`config.mk`:
```
export PLATFORM = sky130hd
export DESIGN_NAME = hbfp_top
export DESIGN_NICKNAME = d
export VERILOG_FILES = /design/src/hbfp_pkg.sv /design/src/hbfp_leg.sv /design/src/hbfp_top.sv
export SDC_FILE = /design/constraint.sdc
export NUM_CORES = 2
export LEC_CHECK = 0
export BUFFER_PORTS_ARGS = -buffer_cell sky130_fd_sc_hd__buf_2
export CELL_PAD_IN_SITES_DETAIL_PLACEMENT = 0
export CELL_PAD_IN_SITES_GLOBAL_PLACEMENT = 1
export CORE_MARGIN = 2
export CORE_UTILIZATION = 25
export CTS_BUF_LIST = sky130_fd_sc_hd__clkbuf_16
export DETAILED_ROUTE_END_ITERATION = 16
export GPL_ROUTABILITY_DRIVEN = 0
export HOLD_SLACK_MARGIN = 0.15
export PLACE_DENSITY_LB_ADDON = 0.1
export SKIP_CTS_REPAIR_TIMING = 1
export SLEW_MARGIN = 20
export SYNTH_ARGS = -nofsm -noshare
export SYNTH_HDL_FRONTEND = slang
export SYNTH_SLANG_ARGS = --single-unit
```
`constraint.sdc`:
```
create_clock -name clk -period 2.8 [get_ports clk]
set_input_delay 0.56 -clock clk [delete_from_list [all_inputs] [get_ports clk]]
set_output_delay 0.56 -clock clk [all_outputs]
set_load 0.03 [all_outputs]
```
`src/hbfp_pkg.sv`:
```
/*
 * Package for the half-bridge fault protection block: widths, global
 * status bit positions, reset values and timing counts.
 * Assumes a 200 MHz logic clock.
 */
package hbfp_pkg;
	localparam int HBFP_BRIDGES = 10;
	localparam int HBFP_CLK_MHZ = 200;
	// Global status bit positions
	localparam int HBFP_GS_TPW = 1;
	localparam int HBFP_GS_TSD = 2;
	localparam int HBFP_GS_OV = 4;
	localparam int HBFP_GS_UV = 5;
	localparam int HBFP_GS_LE = 6;
	localparam logic [7:0] HBFP_GS_RESET = 8'h00;
	// Timing figures in ns, with derived cycle counts (minimums round up)
	localparam int HBFP_OC_FILTER_NS = 10000;
	localparam int HBFP_OC_FILTER_CYC = (HBFP_OC_FILTER_NS * HBFP_CLK_MHZ + 999) / 1000;
	localparam int HBFP_DEAD_HL_NS = 200;
	localparam int HBFP_DEAD_HL_CYC = (HBFP_DEAD_HL_NS * HBFP_CLK_MHZ + 999) / 1000;
	localparam int HBFP_DEAD_LH_NS = 200;
	localparam int HBFP_DEAD_LH_CYC = (HBFP_DEAD_LH_NS * HBFP_CLK_MHZ + 999) / 1000;
	localparam int HBFP_OL_FILTER_NS = 2000;
	localparam int HBFP_OL_FILTER_CYC = (HBFP_OL_FILTER_NS * HBFP_CLK_MHZ + 999) / 1000;
	localparam int HBFP_OL_LED_NS = 500;
	localparam int HBFP_OL_LED_CYC = (HBFP_OL_LED_NS * HBFP_CLK_MHZ + 999) / 1000;
	localparam int HBFP_CNT_W = 16;
	// Output drive state of one half-bridge
	typedef enum logic [1:0]
	{
		HBFP_OFF = 2'b00,
		HBFP_HIGH = 2'b01,
		HBFP_DEAD = 2'b11,
		HBFP_LOW = 2'b10
	} hbfp_drive_t;
endpackage

```
`src/hbfp_leg.sv`:
```
/*
 * One half-bridge: per-switch overcurrent and open-load filters and
 * latches, and the dead-time sequencer that drives the two gates.
 * Assumes fault inputs are clean logic levels synchronous to clk.
 */
`timescale 1ns/1ps
module hbfp_leg
	import hbfp_pkg::*;
#(
	parameter int OC_CYC = HBFP_OC_FILTER_CYC,
	parameter int HL_CYC = HBFP_DEAD_HL_CYC,
	parameter int LH_CYC = HBFP_DEAD_LH_CYC,
	parameter int OL_CYC = HBFP_OL_FILTER_CYC,
	parameter int OL_LED_CYC = HBFP_OL_LED_CYC
)
(
	input wire logic clk,
	input wire logic rst_n,
	input wire logic high_switch_enable,
	input wire logic low_switch_enable,
	input wire logic global_off,
	input wire logic low_current_sel,
	input wire logic oc_high_in,
	input wire logic oc_low_in,
	input wire logic ol_high_in,
	input wire logic ol_low_in,
	input wire logic ol_high_led_in,
	input wire logic clr_oc_high,
	input wire logic clr_oc_low,
	input wire logic clr_ol_high,
	input wire logic clr_ol_low,
	output logic high_overcurrent_bit,
	output logic low_overcurrent_bit,
	output logic high_openload_bit,
	output logic low_openload_bit,
	output logic gate_high,
	output logic gate_low
);
	hbfp_drive_t state;
	hbfp_drive_t next_state;
	logic [HBFP_CNT_W-1:0] oc_h_cnt, oc_l_cnt, ol_h_cnt, ol_l_cnt, dead_cnt;
	logic want_high, want_low, dead_done, ol_h_raw, ol_h_limit_hit;
	logic [HBFP_CNT_W-1:0] ol_h_limit;

	// A tripped switch stays off while its bit is set; globals force all off
	assign want_high = high_switch_enable && !high_overcurrent_bit && !global_off;
	assign want_low = low_switch_enable && !low_overcurrent_bit && !global_off && !want_high;
	assign dead_done = (dead_cnt == '0);
	// LED mode picks the lower threshold comparator and shorter filter
	assign ol_h_raw = low_current_sel ? ol_high_led_in : ol_high_in;
	assign ol_h_limit = low_current_sel ? HBFP_CNT_W'(OL_LED_CYC) : HBFP_CNT_W'(OL_CYC);
	assign ol_h_limit_hit = (ol_h_cnt >= ol_h_limit - HBFP_CNT_W'(1));

	// Drive sequencer: every change of side passes through DEAD
	always_comb
	begin
		next_state = state;
		case (state)
			HBFP_OFF:
				if (want_high || want_low)
					next_state = HBFP_DEAD;
			HBFP_HIGH:
				if (!want_high)
					next_state = want_low ? HBFP_DEAD : HBFP_OFF;
			HBFP_LOW:
				if (!want_low)
					next_state = want_high ? HBFP_DEAD : HBFP_OFF;
			HBFP_DEAD:
				if (!want_high && !want_low)
					next_state = HBFP_OFF;
				else if (dead_done)
					next_state = want_high ? HBFP_HIGH : HBFP_LOW;
			default:
				next_state = HBFP_OFF;
		endcase
	end

	always_ff @(posedge clk or negedge rst_n)
	begin
		if (!rst_n)
			state <= HBFP_OFF;
		else
			state <= next_state;
	end

	// Dead-time counter reloads on entry to DEAD; length follows direction
	always_ff @(posedge clk or negedge rst_n)
	begin
		if (!rst_n)
			dead_cnt <= '0;
		else if (next_state == HBFP_DEAD && state != HBFP_DEAD)
			dead_cnt <= want_high ? HBFP_CNT_W'(LH_CYC - 1) : HBFP_CNT_W'(HL_CYC - 1);
		else if (!dead_done)
			dead_cnt <= dead_cnt - HBFP_CNT_W'(1);
	end

	// Gates come straight from flops; never both on
	always_ff @(posedge clk or negedge rst_n)
	begin
		if (!rst_n)
		begin
			gate_high <= 1'b0;
			gate_low <= 1'b0;
		end
		else
		begin
			gate_high <= (next_state == HBFP_HIGH) && want_high;
			gate_low <= (next_state == HBFP_LOW) && want_low;
		end
	end

	// Overcurrent filters restart whenever the condition drops
	always_ff @(posedge clk or negedge rst_n)
	begin
		if (!rst_n)
		begin
			oc_h_cnt <= '0;
			oc_l_cnt <= '0;
		end
		else
		begin
			oc_h_cnt <= (oc_high_in && gate_high) ? oc_h_cnt + HBFP_CNT_W'(1) : '0;
			oc_l_cnt <= (oc_low_in && gate_low) ? oc_l_cnt + HBFP_CNT_W'(1) : '0;
		end
	end

	// Open-load filters only run on an active switch
	always_ff @(posedge clk or negedge rst_n)
	begin
		if (!rst_n)
		begin
			ol_h_cnt <= '0;
			ol_l_cnt <= '0;
		end
		else
		begin
			ol_h_cnt <= (ol_h_raw && gate_high && !ol_h_limit_hit) ? ol_h_cnt + HBFP_CNT_W'(1)
				: ((ol_h_raw && gate_high) ? ol_h_cnt : '0);
			ol_l_cnt <= (ol_low_in && gate_low && ol_l_cnt < HBFP_CNT_W'(OL_CYC - 1))
				? ol_l_cnt + HBFP_CNT_W'(1) : ((ol_low_in && gate_low) ? ol_l_cnt : '0);
		end
	end

	// Latches: hardware set wins over a host clear in the same cycle
	always_ff @(posedge clk or negedge rst_n)
	begin
		if (!rst_n)
		begin
			high_overcurrent_bit <= 1'b0;
			low_overcurrent_bit <= 1'b0;
			high_openload_bit <= 1'b0;
			low_openload_bit <= 1'b0;
		end
		else
		begin
			high_overcurrent_bit <= (oc_h_cnt >= HBFP_CNT_W'(OC_CYC - 1) && oc_high_in && gate_high)
				|| (high_overcurrent_bit && !clr_oc_high);
			low_overcurrent_bit <= (oc_l_cnt >= HBFP_CNT_W'(OC_CYC - 1) && oc_low_in && gate_low)
				|| (low_overcurrent_bit && !clr_oc_low);
			high_openload_bit <= (ol_h_limit_hit && ol_h_raw && gate_high)
				|| (high_openload_bit && !clr_ol_high);
			low_openload_bit <= (ol_l_cnt >= HBFP_CNT_W'(OL_CYC - 1) && ol_low_in && gate_low)
				|| (low_openload_bit && !clr_ol_low);
		end
	end
endmodule

```
`src/hbfp_top.sv`:
```
/*
 * Fault protection top for a ten half-bridge driver: global supply and
 * thermal flags, load-error summary, and one hbfp_leg per half-bridge.
 * Assumes the SPI front end delivers one-cycle clear pulses and the
 * enable bits as levels; rst_n covers enable-pin and logic-supply reset.
 */
`timescale 1ns/1ps
// Summary of operation
// - LED select on high side one or two uses lower threshold, shorter filter.
// - Any overcurrent or open-load sets and holds load-error summary, bit 6.
// - After overcurrent filter expires, switch latched off and its overcurrent bit set.
// - Tripped switch stays off while its bit is set; enables untouched.
// - Separate overcurrent bit per high and low switch of every bridge.
// - Separate open-load bit per switch; open load never changes outputs.
// - Thermal warning latched at bit 1; outputs unaffected.
// - Thermal shutdown latched at bit 2; all off until host clears.
// - Supply undervoltage latched at bit 5; outputs return when supply recovers.
// - Supply overvoltage latched at bit 4; outputs return when supply recovers.
// - High and low switch of one bridge never on together.
// - Dead time between one switch off and the other on, per direction.
// - Device never clears flags itself; host clears them.
module hbfp_top
	import hbfp_pkg::*;
#(
	parameter int BRIDGES = HBFP_BRIDGES,
	parameter int OC_CYC = HBFP_OC_FILTER_CYC
)
(
	input wire logic clk,
	input wire logic rst_n,
	input wire logic [BRIDGES-1:0] high_switch_enable,
	input wire logic [BRIDGES-1:0] low_switch_enable,
	input wire logic low_current_select_first_high,
	input wire logic low_current_select_second_high,
	input wire logic [BRIDGES-1:0] oc_high_detect,
	input wire logic [BRIDGES-1:0] oc_low_detect,
	input wire logic [BRIDGES-1:0] ol_high_detect,
	input wire logic [BRIDGES-1:0] ol_low_detect,
	input wire logic [1:0] ol_high_led_detect,
	input wire logic temp_warning_detect,
	input wire logic temp_shutdown_detect,
	input wire logic supply_under_detect,
	input wire logic supply_over_detect,
	input wire logic [BRIDGES-1:0] clear_high_overcurrent,
	input wire logic [BRIDGES-1:0] clear_low_overcurrent,
	input wire logic [BRIDGES-1:0] clear_high_openload,
	input wire logic [BRIDGES-1:0] clear_low_openload,
	input wire logic [7:0] clear_global_status,
	output logic [7:0] global_status_first,
	output logic [BRIDGES-1:0] high_overcurrent_bit,
	output logic [BRIDGES-1:0] low_overcurrent_bit,
	output logic [BRIDGES-1:0] high_openload_bit,
	output logic [BRIDGES-1:0] low_openload_bit,
	output logic [BRIDGES-1:0] gate_high,
	output logic [BRIDGES-1:0] gate_low
);
	logic global_off;
	logic any_load_fault;
	logic [7:0] next_status;
	logic [7:0] status_set;

	// Supply flags force off only while the condition lasts; thermal until cleared
	assign global_off = supply_under_detect || supply_over_detect
		|| global_status_first[HBFP_GS_TSD] || temp_shutdown_detect;
	// The summary is driven from the per-switch latches, so it sees every new trip
	assign any_load_fault = |{high_overcurrent_bit, low_overcurrent_bit,
		high_openload_bit, low_openload_bit};

	// Set terms per global bit; a warning has no effect on the outputs
	always_comb
	begin
		status_set = HBFP_GS_RESET;
		status_set[HBFP_GS_TPW] = temp_warning_detect;
		status_set[HBFP_GS_TSD] = temp_shutdown_detect;
		status_set[HBFP_GS_OV] = supply_over_detect;
		status_set[HBFP_GS_UV] = supply_under_detect;
		status_set[HBFP_GS_LE] = any_load_fault;
	end

	// Set wins over clear; nothing but a host clear drops a bit
	assign next_status = status_set | (global_status_first & ~clear_global_status);

	always_ff @(posedge clk or negedge rst_n)
	begin
		if (!rst_n)
			global_status_first <= HBFP_GS_RESET;
		else
			global_status_first <= next_status;
	end

	// One leg per bridge; only the first two high sides have the LED option
	genvar g;
	generate
		for (g = 0; g < BRIDGES; g++)
		begin : g_leg
			logic led_sel;
			logic led_det;
			assign led_sel = (g == 0) ? low_current_select_first_high
				: ((g == 1) ? low_current_select_second_high : 1'b0);
			assign led_det = (g < 2) ? ol_high_led_detect[(g < 2) ? g : 0] : 1'b0;
			hbfp_leg #(
				.OC_CYC(OC_CYC)
			) u_leg (
				.clk(clk),
				.rst_n(rst_n),
				.high_switch_enable(high_switch_enable[g]),
				.low_switch_enable(low_switch_enable[g]),
				.global_off(global_off),
				.low_current_sel(led_sel),
				.oc_high_in(oc_high_detect[g]),
				.oc_low_in(oc_low_detect[g]),
				.ol_high_in(ol_high_detect[g]),
				.ol_low_in(ol_low_detect[g]),
				.ol_high_led_in(led_det),
				.clr_oc_high(clear_high_overcurrent[g]),
				.clr_oc_low(clear_low_overcurrent[g]),
				.clr_ol_high(clear_high_openload[g]),
				.clr_ol_low(clear_low_openload[g]),
				.high_overcurrent_bit(high_overcurrent_bit[g]),
				.low_overcurrent_bit(low_overcurrent_bit[g]),
				.high_openload_bit(high_openload_bit[g]),
				.low_openload_bit(low_openload_bit[g]),
				.gate_high(gate_high[g]),
				.gate_low(gate_low[g])
			);
		end
	endgenerate
endmodule

```
==> results.toml <==
[power]
intPower_mw = 24.3
power_switching_mw = 9.15
p_clk_share_pct = 43.3
comb_power_share_pct = 11.8
switching_share_pct = 27.4
leakagePower_nw = 21.5
pwr-share-seq_pct = 44.8
vdd_drop_max_mv = 0.427
p_per_area_nw_per_um2 = 676

[die]
core_area_um2 = 163000
ios = 186
die_w_um = 410
initial_core_util_pct = 25.2
die_area_um2 = 168000
die_h_um = 410
num_rows = 148

[layout]
nets = 4662
fin_area_um2 = 49500
drive_above_1_share_pct = 10.0
layout.cells.non_filler = 6741
final_common_cell = "dfrtp_1"
final_cell_mix = "dfrtp_1, nor2_1, nand2_1"
area_growth_pct = 20.1
nFillCells = 17042

[clock_tree]
clk_pin_slew_worst_paths_ps = 60
cts_tree = "yes"
cts_buffers = 113
ctsHtreeMaxLevel = 3
cts_root_buf = "clkbuf_16"
cts_sinks = 888
clock_latency_ps = 720
cts_buffer_depth = 3

[routing]
drc = 0
vias = 30045
wire_per_inst_um = 15.6
ant_nets = 0
vias_per_cell = 4.46
wirelength_um = 105000
drt-initial-drc-count = 1592
dr.pass1.iters = 7

[yosys]
yosysWarnings = 0
yosysSeqAreaShare_pct = 54.0
synth_edf_count = 0
syn_area_um2 = 41200
syn-num-nets = 4329
avgSynthCellArea_um2 = 9.95
ys.flop_type = "dfrtp_1"
syn_inst = 4139
synth_compound_area_share_pct = 5.27
synth_fa_ha_area_share_pct = 2.19
synthArstFlopShare_pct = 100
yosys.area_share.simple_pct = 24.8
synth-xor-area-share_pct = 10.3
synth_top_family_by_area = "simple AND/OR/NAND/NOR gates"
ys_types = 70
muxShareOfSynthArea_pct = 0.462
ys_seq_elements = 888

[global_route]
antenna_found_initial = 8
grt_pass1_vias = 30937
met1_usage_pct = 17.5
grt_pass1_wl_um = 173000
grt_overflow = 0
grtUsageMet2_pct = 19.7
top_usage_layer = "met2"
grtUsageMet3_pct = 2.81
grt_usage_pct = 12.6
grt_max_degree = 106

[place]
port_buffers = 185
dp.cells = 6434
hpwlAfterDp_um = 71400
place_area_um2 = 44800

[setup_path]
worstPathArrival_ps = 3070
r2r_cells = 4
critPathCaptureType = "flop"
startpoint_type = "flop"
critical_path_required_ps = 3360
worst-setup-path-type = "flop to flop"
cp_max_fo = 4

[sta]
fin_crit_ps = 2510
period_share_pct = 89.7
setup_viol = 0
finClkSkew_ps = 26.9
tightestPinTransition_ps = 834
final_hold_viol_count = 0
timing.max_slew.rel_slack_pct = 43.9
maxSlewViolCount = 0
fmax_mhz = 398
rsz0062_at_grt = "no"
tns_ps = 0

[hold_path]
hold_path.class = "input pin to flop"
hold_depth = 2

[job]
cap_violations = 0

[status]
status = "completed"
-- cell usage after synthesis, drive strengths merged, types with 2 or more instances --
cell,instances,area [um^2]
nor3,117,586
ha,72,901
and3,247,1550
buf,65,489
and4,6,52.6
clkbuf,68,256
o41ai,3,26.3
a31o,4,35.0
a21o,5,37.5
o22ai,51,319
inv,141,529
mux2i,10,100
a2111oi,3,26.3
a311oi,2,17.5
or3b,5,43.8
a41oi,10,87.6
nor2,675,2530
a21bo,3,30.0
dfrtp,888,22200
xor2,226,1980
a21boi,7,52.6
or4,51,392
nand4b,18,158
nor4b,42,368
nor4,132,847
o21ai,64,320
a211oi,21,163
o211ai,5,37.5
a21oi,110,551
nand2b,18,113
nand3b,18,135
o21a,2,15.0
or2,15,93.8
nor2b,10,62.6
a22oi,2,15.0
o31ai,27,203
mux2,8,90.1
nand2,354,1330
or3,33,214
nand4,80,500
xnor2,256,2240
a31oi,26,163
and2,16,100
nor3b,15,113
nand3,198,991
-- cell type report --
type	count	area (um^2)	area share, %
tap	2175	2720	5.50
clock inverter	91	744	1.51
multi-input combinational	2977	17700	35.8
antenna	2	5.00	0.0101
sequential	888	22200	44.9
clock buffer	116	2900	5.87
inverter	141	529	1.07
timing repair buffer	351	2630	5.31
-- per-layer routing --
metal,wire length [um],vias to the layer above
li1,-,15003
met1,51900,14534
met2,46300,351
met3,4360,153
met4,2470,4
met5,27,-
-- per-stage QoR --
| step | setup WS [ps] | utilization (%) | total power [mW] | hold slack [ps] |
|---|---|---|---|---|
| 6_report | 288 | 30.3 | 33.4 | 206 |
| 5_1_grt | 61.9 | 30.3 | 35.5 | 150 |
| 4_1_cts | 70.8 | 29.7 | 34.1 | -293 |
| 3_5_place_dp | 87.0 | 27.5 | 19.1 | 449 |
| 3_3_place_gp | -35.7 | 27.5 | 19.1 | 451 |
| 2_1_floorplan | 334 | - | 17.7 | 264 |
-- registers in the layout, summed over array words and instances (netlist names), 20 cells and up --
| name | cells |
|---|---|
| g_leg.u_leg.oc_l_cnt | 160 |
| g_leg.u_leg.ol_h_cnt | 160 |
| g_leg.u_leg.dead_cnt | 160 |
| g_leg.u_leg.ol_l_cnt | 160 |
| g_leg.u_leg.state | 20 |
| g_leg.u_leg.oc_h_cnt | 160 |
-- power groups by stage --
| stage | Combinational (mW) | Clock [mW] | Sequential (mW) |
|---|---|---|---|
| floorplan | 2.72 | 0 | 14.9 |
| global placement | 3.90 | 0 | 15.2 |
| detailed placement | 3.92 | 0 | 15.2 |
| CTS | 3.94 | 15.2 | 15.0 |
| global route | 4.62 | 15.7 | 15.2 |
| finish | 3.96 | 14.5 | 15.0 |
-- worst paths after layout --
kind | slack [ps] | endpoint | from
min | 210 | g_leg[4].u_leg.ol_h_cnt[15] | ol_high_detect[4]
max in group asynchronous | 1470 | g_leg[5].u_leg.oc_l_cnt[4] | rst_n
max | 290 | global_status_first[6] | g_leg[1].u_leg.high_overcurrent_bit
min in group asynchronous | 370 | g_leg[2].u_leg.dead_cnt[4] | rst_n
min reg2reg | 450 | g_leg[3].u_leg.oc_l_cnt[0] | g_leg[3].u_leg.oc_l_cnt[0]
max reg2reg | 290 | global_status_first[6] | g_leg[1].u_leg.high_overcurrent_bit
-- cell families (layout without fill, tap and decap cells) --
group	count (synthesis)	in the layout
mux	18	18
compound gates	353	353
other cells	0	2
simple gates	2052	2052
flops	888	888
fa+ha+maj	72	72
buf+inv	274	699
xor+xnor	482	482
-- critical path, stage by stage (launching register included) --
cell	delay, ps
dfrtp_1	560
nor4_1	800
nand4_1	650
nor2_1	240
nand4_1	110
(Power assumes the default switching activity.)
